==> src/inc/sld_map.svh <==
`ifndef SLD_MAP_SVH
`define SLD_MAP_SVH

// register addresses
`define SLD_ADDR_MODE      16'hFFB0
`define SLD_ADDR_CLOCK     16'hFFB2
`define SLD_ADDR_BOOST     16'hFFB3
`define SLD_RAM_BASE       16'hFA00
`define SLD_RAM_LAST       16'hFA0E
`define SLD_SEG_COUNT      15
`define SLD_REG_RESET      8'h00

// display mode register fields
`define SLD_MODE_MASK      8'hD1
`define SLD_BIT_ON         7
`define SLD_BIT_BOOST      6
`define SLD_BIT_OUT_EN     4
`define SLD_BIT_SLOTS      0

// clock and boost register fields
`define SLD_CLOCK_MASK     8'h0F
`define SLD_BOOST_MASK     8'h01
`define SLD_BIT_GAIN       0
`define SLD_RAM_MASK       4'hF

// clock division: source is the subsystem tick for sel 0, else fx/2^(4+sel); lcd clock = source/2^(6+sel)
`define SLD_SRC_SHIFT      3'h4
`define SLD_DIV_SHIFT      4'h6

// drive levels in thirds of the pixel-on voltage; level 0 is ground
`define SLD_LVL_0          2'h0
`define SLD_LVL_1          2'h1
`define SLD_LVL_2          2'h2
`define SLD_LVL_3          2'h3

`endif

==> src/inc/sld_pkg.sv <==
package sld_pkg;

    typedef struct packed {
        logic [15:0] addr;
        logic [7:0]  wdata;
        logic        wr;
        logic        rd;
    } sld_bus_s;

    typedef enum logic [3:0] {
        SLOT_0 = 4'b0001,
        SLOT_1 = 4'b0010,
        SLOT_2 = 4'b0100,
        SLOT_3 = 4'b1000
    } sld_slot_e;

endpackage : sld_pkg

==> src/design/sld_lcd_driver.sv <==
`timescale 1ns/1ps
`default_nettype none
`include "sld_map.svh"

module sld_lcd_driver (
    // clock and reset
    input  wire logic                     clk_i,
    input  wire logic                     sys_rst_i,
    // cpu memory access
    input  wire sld_pkg::sld_bus_s        bus_i,
    output logic [7:0]                    rdata_o,
    // subsystem clock, one-cycle enable per period
    input  wire logic                     fxt_tick_i,
    // panel drive, levels in thirds of the pixel-on voltage
    output logic [`SLD_SEG_COUNT-1:0][1:0] segment_o,
    output logic [3:0][1:0]               common_o,
    output logic [3:0]                    common_oe_o,
    // booster control
    output logic                          booster_enable_o,
    output logic                          gain_o
);

    logic [7:0]                     display_mode_reg, next_display_mode_reg;
    logic [7:0]                     lcd_clock_reg, next_lcd_clock_reg;
    logic [7:0]                     boost_level_reg, next_boost_level_reg;
    logic [3:0]                     ram [`SLD_SEG_COUNT];
    logic [3:0]                     next_ram [`SLD_SEG_COUNT];
    logic [7:0]                     next_rdata;
    logic [6:0]                     prescale, next_prescale;
    logic [8:0]                     lcd_div, next_lcd_div;
    sld_pkg::sld_slot_e             slot, next_slot;
    logic                           pol, next_pol;
    logic [`SLD_SEG_COUNT-1:0][1:0] next_segment;
    logic [3:0][1:0]                next_common;
    logic [3:0]                     next_common_oe;
    logic                           src_tick;
    logic                           lcd_tick;
    logic                           three_slot;
    logic                           last_slot;
    logic                           ram_hit;
    logic [3:0]                     ram_idx;

    function automatic logic low_ones(input logic [8:0] v, input logic [3:0] n);
        logic [8:0] m;
        m = 9'((10'h001 << n) - 10'h001);
        return (v & m) == m;
    endfunction : low_ones

    function automatic logic [1:0] slot_idx(input sld_pkg::sld_slot_e s);
        case (s)
            sld_pkg::SLOT_0: return 2'h0;
            sld_pkg::SLOT_1: return 2'h1;
            sld_pkg::SLOT_2: return 2'h2;
            sld_pkg::SLOT_3: return 2'h3;
            default:         return 2'h0;
        endcase
    endfunction : slot_idx

    // level of an electrode; commons and segments sit at opposite rails when selected
    function automatic logic [1:0] level(input logic sel, input logic is_com, input logic p);
        if (sel)
            return (is_com ^ p) ? `SLD_LVL_3 : `SLD_LVL_0;
        else if (is_com)
            return p ? `SLD_LVL_2 : `SLD_LVL_1;
        else
            return p ? `SLD_LVL_1 : `SLD_LVL_2;
    endfunction : level

    assign three_slot       = display_mode_reg[`SLD_BIT_SLOTS];
    assign booster_enable_o = display_mode_reg[`SLD_BIT_BOOST];
    assign gain_o           = boost_level_reg[`SLD_BIT_GAIN];
    assign ram_hit = (bus_i.addr >= `SLD_RAM_BASE) && (bus_i.addr <= `SLD_RAM_LAST);
    assign ram_idx = 4'(bus_i.addr - `SLD_RAM_BASE);

    // register and display memory access
    always_comb
    begin
        next_display_mode_reg = display_mode_reg;
        next_lcd_clock_reg    = lcd_clock_reg;
        next_boost_level_reg  = boost_level_reg;
        next_ram              = ram;
        next_rdata            = rdata_o;
        if (bus_i.wr)
        begin
            if (bus_i.addr == `SLD_ADDR_MODE)
                next_display_mode_reg = bus_i.wdata & `SLD_MODE_MASK;
            if (bus_i.addr == `SLD_ADDR_CLOCK)
                next_lcd_clock_reg = bus_i.wdata & `SLD_CLOCK_MASK;
            if (bus_i.addr == `SLD_ADDR_BOOST)
                next_boost_level_reg = bus_i.wdata & `SLD_BOOST_MASK;
            if (ram_hit)
                next_ram[ram_idx] = bus_i.wdata[3:0] & `SLD_RAM_MASK;
        end
        if (bus_i.rd)
        begin
            if (bus_i.addr == `SLD_ADDR_MODE)
                next_rdata = display_mode_reg;
            else if (bus_i.addr == `SLD_ADDR_CLOCK)
                next_rdata = lcd_clock_reg;
            else if (bus_i.addr == `SLD_ADDR_BOOST)
                next_rdata = boost_level_reg;
            else if (ram_hit)
                next_rdata = {4'h0, ram[ram_idx]};
            else
                next_rdata = `SLD_REG_RESET;
        end
    end

    always_ff @(posedge clk_i)
    begin
        if (sys_rst_i)
        begin
            display_mode_reg <= `SLD_REG_RESET;
            lcd_clock_reg    <= `SLD_REG_RESET;
            boost_level_reg  <= `SLD_REG_RESET;
            rdata_o          <= `SLD_REG_RESET;
        end
        else
        begin
            display_mode_reg <= next_display_mode_reg;
            lcd_clock_reg    <= next_lcd_clock_reg;
            boost_level_reg  <= next_boost_level_reg;
            rdata_o          <= next_rdata;
        end
    end

    // memory contents are not cleared by reset
    always_ff @(posedge clk_i)
    begin
        ram <= next_ram;
    end

    // source clock select, lcd clock divide, slot scan
    always_comb
    begin
        if (lcd_clock_reg[3:2] == 2'h0)
            src_tick = fxt_tick_i;
        else
            src_tick = low_ones({2'h0, prescale}, {2'h0, lcd_clock_reg[3:2]} + `SLD_SRC_SHIFT);
        lcd_tick = src_tick
                 && low_ones(lcd_div, {2'h0, lcd_clock_reg[1:0]} + `SLD_DIV_SHIFT);
        last_slot = (slot == sld_pkg::SLOT_3) || (three_slot && slot == sld_pkg::SLOT_2);
        next_prescale = prescale + 7'h01;
        next_lcd_div  = src_tick ? lcd_div + 9'h001 : lcd_div;
        next_slot     = slot;
        next_pol      = pol;
        if (lcd_tick)
        begin
            if (last_slot)
            begin
                next_slot = sld_pkg::SLOT_0;
                next_pol  = ~pol;
            end
            else
            begin
                case (slot)
                    sld_pkg::SLOT_0: next_slot = sld_pkg::SLOT_1;
                    sld_pkg::SLOT_1: next_slot = sld_pkg::SLOT_2;
                    sld_pkg::SLOT_2: next_slot = sld_pkg::SLOT_3;
                    default:         next_slot = sld_pkg::SLOT_0;
                endcase
            end
        end
        for (int c = 0; c < 4; c++)
        begin
            next_common_oe[c] = !(three_slot && c == 3);
            next_common[c] = level(slot_idx(slot) == 2'(c), 1'b1, pol);
            if (!display_mode_reg[`SLD_BIT_OUT_EN] || !next_common_oe[c])
                next_common[c] = `SLD_LVL_0;
        end
        for (int s = 0; s < `SLD_SEG_COUNT; s++)
        begin
            // bit 3 is only reached in slot 3, which three-slot scans skip
            next_segment[s] = level(display_mode_reg[`SLD_BIT_ON]
                                    && ram[s][slot_idx(slot)], 1'b0, pol);
            if (!display_mode_reg[`SLD_BIT_OUT_EN])
                next_segment[s] = `SLD_LVL_0;
        end
    end

    always_ff @(posedge clk_i)
    begin
        if (sys_rst_i)
        begin
            prescale    <= 7'h00;
            lcd_div     <= 9'h000;
            slot        <= sld_pkg::SLOT_0;
            pol         <= 1'b0;
            segment_o   <= '0;
            common_o    <= '0;
            common_oe_o <= 4'h0;
        end
        else
        begin
            prescale    <= next_prescale;
            lcd_div     <= next_lcd_div;
            slot        <= next_slot;
            pol         <= next_pol;
            segment_o   <= next_segment;
            common_o    <= next_common;
            common_oe_o <= next_common_oe;
        end
    end
endmodule : sld_lcd_driver

`default_nettype wire

==> config.mk <==
export PLATFORM = sky130hd
export DESIGN_NAME = sld_lcd_driver
export DESIGN_NICKNAME = d
export VERILOG_FILES = /design/src/inc/sld_pkg.sv /design/src/design/sld_lcd_driver.sv
export VERILOG_INCLUDE_DIRS = /design/src /design/src/inc
export SDC_FILE = /design/constraint.sdc
export NUM_CORES = 1
export LEC_CHECK = 0
export BUFFER_PORTS_ARGS = -buffer_cell sky130_fd_sc_hd__buf_4
export CORE_ASPECT_RATIO = 1.1
export CORE_MARGIN = 2
export CORE_UTILIZATION = 57
export CTS_CLUSTER_SIZE = 16
export DETAILED_ROUTE_END_ITERATION = 16
export PLACE_DENSITY_LB_ADDON = 0.12
export SYNTH_ARGS = -nofsm -noshare
export SYNTH_HDL_FRONTEND = slang
export SYNTH_SLANG_ARGS = --single-unit
==> constraint.sdc <==
create_clock -name clk_i -period 3.15 [get_ports clk_i]
set_clock_uncertainty 0.05 [all_clocks]
set_input_delay 0.7875 -clock clk_i [delete_from_list [all_inputs] [get_ports clk_i]]
set_output_delay 0.7875 -clock clk_i [all_outputs]
set_load 0.02 [all_outputs]
---- Word level (Yosys, flattened, before mapping) ----
Cells that the tools add are included.
storage, ports and cells
  bits of input ports ..................... 29
  bits in registers ....................... 140
cells by class
  bitwise operators ....................... 5
  reductions and logical operators ........ 32
  $add $sub $neg .......................... 7
  magnitude comparators ................... 5
  shifts and indexed selects .............. 2
  muxes and demuxes ....................... 68
  equality and inequality tests ........... 12
operators with widths
  operator                                                             number
  60-bit bitwise mux                                                   1
  16-bit == test (second input constant)                               3
  2-bit 2-to-1 mux                                                     23
  1-bit binary-select mux with 2-bit select                            15
  8-bit 2-to-1 mux                                                     3
  4-bit 2-to-1 mux                                                     5
  1-bit logical AND                                                    19
  9-bit == test                                                        2
  1-bit by 4-bit left shift with 9-bit output (first input constant)   2
  9-bit by 1-bit subtractor with 9-bit output (second input constant)  2
  4-bit binary-select mux with 4-bit select                            1
  4-bit demux with 4-bit select                                        1
  16-bit greater-or-equal comparator (second input constant)           1
  16-bit less-or-equal comparator (second input constant)              1
  1-bit 2-to-1 mux                                                     16
  4-bit case mux with 3 select lines                                   1
  2-bit AND reduction                                                  5
  9-bit by 1-bit adder with 9-bit output (second input constant)       1
  7-bit by 9-bit bitwise AND with 9-bit output                         1
  9-bit bitwise AND                                                    1
  2-bit by 3-bit adder with 4-bit output (second input constant)       2
  7-bit by 1-bit adder with 7-bit output (second input constant)       1
  2-bit case mux with 3 select lines                                   1
  5-bit greater-or-equal comparator (second input constant)            1
  16 further kinds                                                     22

---- Longest topological paths before layout ----
  depth after elaboration ................. 9
  mapped depth ............................ 9
  depth with buffers taken out ............ 8

---- Worst setup path before layout ----
Ideal clock, no wire load.
  path type ............................... input port to flip-flop
  start point ............................. input port bus_i[16] in the netlist's numbering
  end point ............................... register ram[16] in the netlist's numbering, enable pin
  buffers on the path ..................... 0
  stages .................................. 5
  data arrival time ....................... 2239 ps
  path slack .............................. 532 ps
  path through ............................ and4b_1 and4_1 nand3_1 or3b_2 nor2_1
between the ends
  longest elaborated chain between the ends .. 3
RTL lines
  item                                                                                                    RTL line               text
  start: declaration                                                                                      sld_lcd_driver.sv:10   input wire sld_pkg::sld_bus_s bus_i,
  16-bit greater-or-equal comparator (no line) / 16-bit less-or-equal comparator (equally long branches)  n/a
  1-bit logical AND *                                                                                     sld_lcd_driver.sv:72   assign ram_hit = (bus_i.addr >= `SLD_RAM_BASE) && (bus_i.addr <= `SLD_RAM_LAST);
  2-bit AND reduction (no line) *                                                                         n/a
  end signal: assignment                                                                                  sld_lcd_driver.sv:130  ram <= next_ram;
  end: declaration                                                                                        sld_lcd_driver.sv:26   logic [3:0] ram [`SLD_SEG_COUNT];
Mark *: on every way between the ends. The rest lies on a longest branch, timed or not.
A chain may end at the register's enable or synchronous reset.

---- Final worst setup path ----
  start point ............................. register slot[3]
  end point ............................... register segment_o[21] in the netlist's numbering
between the ends
  longest elaborated chain between the ends .. 6
RTL lines
  item                                         RTL line               text
  start: declaration                           sld_lcd_driver.sv:31   sld_pkg::sld_slot_e slot, next_slot;
  start signal: assignment                     sld_lcd_driver.sv:187  slot <= sld_pkg::SLOT_0;
  start signal: assignment                     sld_lcd_driver.sv:197  slot <= next_slot;
  4-bit == test (tied with other cells)        sld_lcd_driver.sv:50   case (s)
  2-bit case mux with 3 select lines *         sld_lcd_driver.sv:50
  1-bit binary-select mux with 2-bit select *  sld_lcd_driver.sv:175  && ram[s][slot_idx(slot)], 1'b0, pol);
  1-bit 2-to-1 mux (not written as such) *     sld_lcd_driver.sv:175
  1-bit logical AND *                          sld_lcd_driver.sv:174  next_segment[s] = level(display_mode_reg[`SLD_BIT_ON]
  2-bit 2-to-1 mux *                           sld_lcd_driver.sv:61   if (sel)
  end signal: assignment                       sld_lcd_driver.sv:199  segment_o <= next_segment;
  end: declaration                             sld_lcd_driver.sv:15   output logic [`SLD_SEG_COUNT-1:0][1:0] segment_o,
Mark *: on every way between the ends. The rest lies on a longest branch, timed or not. The select of a mux whose other input is x is not followed.

==> metrics.md <==
| Metric | Value |
|---|---|
| Crit path arrival time | 2670 ps |
| Setup bufs post-CTS | 0 |
| RSZ-0062 raised after global routing | false |
| Cts bufs inserted | 17 |
| Die height | 109 um |
| Slew @ Worst Pin | between 800 and 900 ps |
| Fin crit share | 0.740 |
| Post-synth ARST share | 0 |
| Max-slew headroom | 0.448 |
| Hold Fails Final Rpt | 0 |
| Minimum clock period | between 2000 and 2500 ps |
| Mapped cell area | between 5000 and 6000 um2 |
| Final wirelength | 13600 um |
| Status | finished, final reports clean |
| P_leak | 2.63 nW |
| Cts repair resizes | 0 |
| Antenna-violating nets left | 0 |
| Root buf cell | clkbuf_8 |
| Crit path from | slot[3] |
| # rows | 38 |
| Hold_sp | lcd_div[8] |
| Clk pin slew, worst setup/hold paths | 50 ps |
| Worst Path Max Fanout | 10 |
| Worst Path Required | 3490 ps |
| Number of synthesized flops with an enable pin | 60 |
| Hold Path Depth | 2 |
| #FFs+latches synth | 121 |
| Vias per cell | just over 6 |
| Largest area contributor in the netlist | edfxtp_1 |
| Setup TNS | 0 ps |
| Detailed Route Iter0 Violations | 463 |
| PD cells | 543 nW/um2 |
| Area occupied by registers | 3020 um2 |
| Hold WC Path Type | flop to flop |
| Core area | 9790 um2 |
| Share of layout cells above drive strength 1 | 0.259 |
| Starting density of the core | 0.579 |
| Max-Cap Viols | 0 |
| Dpl ws | roughly 320 ps |
| CP endpoint kind | flop |
| Worst Setup Path Type | flop to flop |
| Multi-input logic area | between 2000 and 2500 um2 |
| Top reg by flops | ram |
| Tot GR Track Use | 0.261 |
| Max-slew violations | 0 |
| Post-synthesis sequential area ratio | 0.533 |
| Later-pin clock latency in the skew report | 510 ps |
| CTS max path bufs | 2 |
| H-tree depth | 4 |
| TritonCTS clock tree | yes |
| Reg2Reg Depth | 6 |
| Max FFs per register | 60 |
| Top cells by area, synth | edfxtp_1 (32%), dfxtp_1 (22%), mux2i_1 (4.9%), mux4_2 (3.6%), nor2_1 (3.4%) |
| Mapped Cells | slightly above 500 |
| Yosys warns | 0 |
| First-pass GRT wire length | 21300 um |
| Largest net degree at the start of global routing | 40 |
| GPL Wtd Cong | 0.968 |
| Top Registers | ram (60), segment_o (16), lcd_div (9) |
| PnR worst setup slack | 820 ps |
| Routed len/inst | 19.5 um |
| Clock sinks | 121 |
| Die width | about 99 um |
| Reg2reg end | segment_o[21] |
| Worst hold endpoint | lcd_div[8] |
| Worst R2R Start | slot[3] |
| VDD IR max | 0.000345 V |
| Fmax | 429 MHz |
| Netlist cell types | 60 |
| Total number of vias | 4332 |
| Synthesized area per cell | between 10 and 15 um2 |
| Dpl hpwl | a little over 9000 um |
| Setup violators final | 0 |
| # fillers | ~740 |
| # port buffers | 78 |
| GR Overflow Total | 0 |
| Fin nets | 595 |
| P&R area growth vs syn | 19.2% |
| Yosys top cell area share | 0.317 |
| Post-cts hold buffer count | 0 |
| Ys flop type | dfxtp_1 |
| Reg2Reg Setup Slack | 820 ps |
| Die ar. | around 11000 um2 |
| Post-Syn Nets | 539 |
| Vias in the first global route | 4058 |
| Initial antenna violation count | 0 |
| DRT Pass-1 Iters | 6 |
| Antenna fix cells | 0 |
| # IOs | 81 |
| CP startpoint kind | flop |
| DRC Markers | 0 |
metal layers:
metal / vias to the layer above / track usage / wire [um]
met5: - / 0 / 0
li1: 1983 / - / -
met4: 0 / 0.102 / 283
met3: 41 / 0.0532 / 1340
met1: 2043 / 0.353 / 5450
met2: 265 / 0.419 / 6510
placed cells by master, fill, tap and decap left out, drive strengths merged, types with 8 or more instances in the layout:
cell type and count:
nor4 15, o21ai 14, xor2 13, nand3 17, o31ai 8, inv 12
nor2 52, edfxtp 60, a21oi 14, nand2 22, o22ai 9, dfxtp 61
mux2i 28, clkbuf 18, buf 90, nor3 18, a22oi 9, mux4 9
stage by stage:
stage	hold slack [ps]	power, mW	cell area [um2]	utilization	std cells
floorplan	380	1.78	5680	-	506
global placement	395	1.84	6190	0.632	663
detailed placement	424	1.85	6190	0.632	663
CTS	434	3.69	6770	0.691	695
global route	472	3.78	6770	0.691	695
finish	433	3.67	6770	0.691	695
worst max-delay path by stage:
stage	endpoint	slack (ps)	depth (start not counted)
final	segment_o[21]	820	6
after detailed placement	ram[17]	320	6
after floorplan	ram[16]	530	5
after CTS	ram[16]	860	6
after global placement	ram[15]	390	6
after global routing	segment_o[21]	730	6
Yosys cell counts, types with 8 or more instances:
cell and instances:
buf_4 21, nor4_1 15, dfxtp_1 61, clkbuf_1 15, nor2_1 51, a22oi_1 9, nand2_1 22, buf_2 11
nor3_1 16, mux2i_1 28, inv_1 12, o22ai_1 9, a21oi_1 14, o31ai_1 8, nand3_1 17, xor2_1 13
edfxtp_1 60, mux4_2 9, o21ai_0 14
worst max-delay path, stage by stage, from the launching register on:
cell     delay, ps
dfxtp_1        540
nor4b_2        540
buf_4          300
nor4_1          70
nor3_1         450
xor2_1         200
nor2_1          50
cell type report:
| type | count | share of cell area |
|---|---|---|
| repair buffers | 90 | 0.0998 |
| well taps | 120 | 0.0222 |
| clock inverters | 14 | 0.0231 |
| inverters | 12 | 0.00666 |
| multi-input cells | 320 | 0.340 |
| flip-flops and latches | 121 | 0.447 |
| clock buffers | 18 | 0.0617 |
power breakdown:
group	switching, mW	internal (mW)
Clock	0.665	1.19
Combinational	0.0904	0.0606
Sequential	0.00747	1.66
Total	0.763	2.91
cells by family (layout without fill, tap and decap cells):
| group | count (synthesis) | count (layout) | synth area share |
|---|---|---|---|
| AOI/OAI and AO/OA | 85 | 85 | 0.109 |
| xor gates and xnor gates | 19 | 19 | 0.0293 |
| adders and majority gates | 4 | 4 | 0.00882 |
| buffers and inverters | 65 | 134 | 0.0622 |
| DFF | 121 | 121 | 0.533 |
| muxes | 43 | 43 | 0.0970 |
| other | 1 | 1 | 0.000661 |
| and+or+nand+nor | 168 | 168 | 0.161 |
Power figures use the tool's default switching activity.
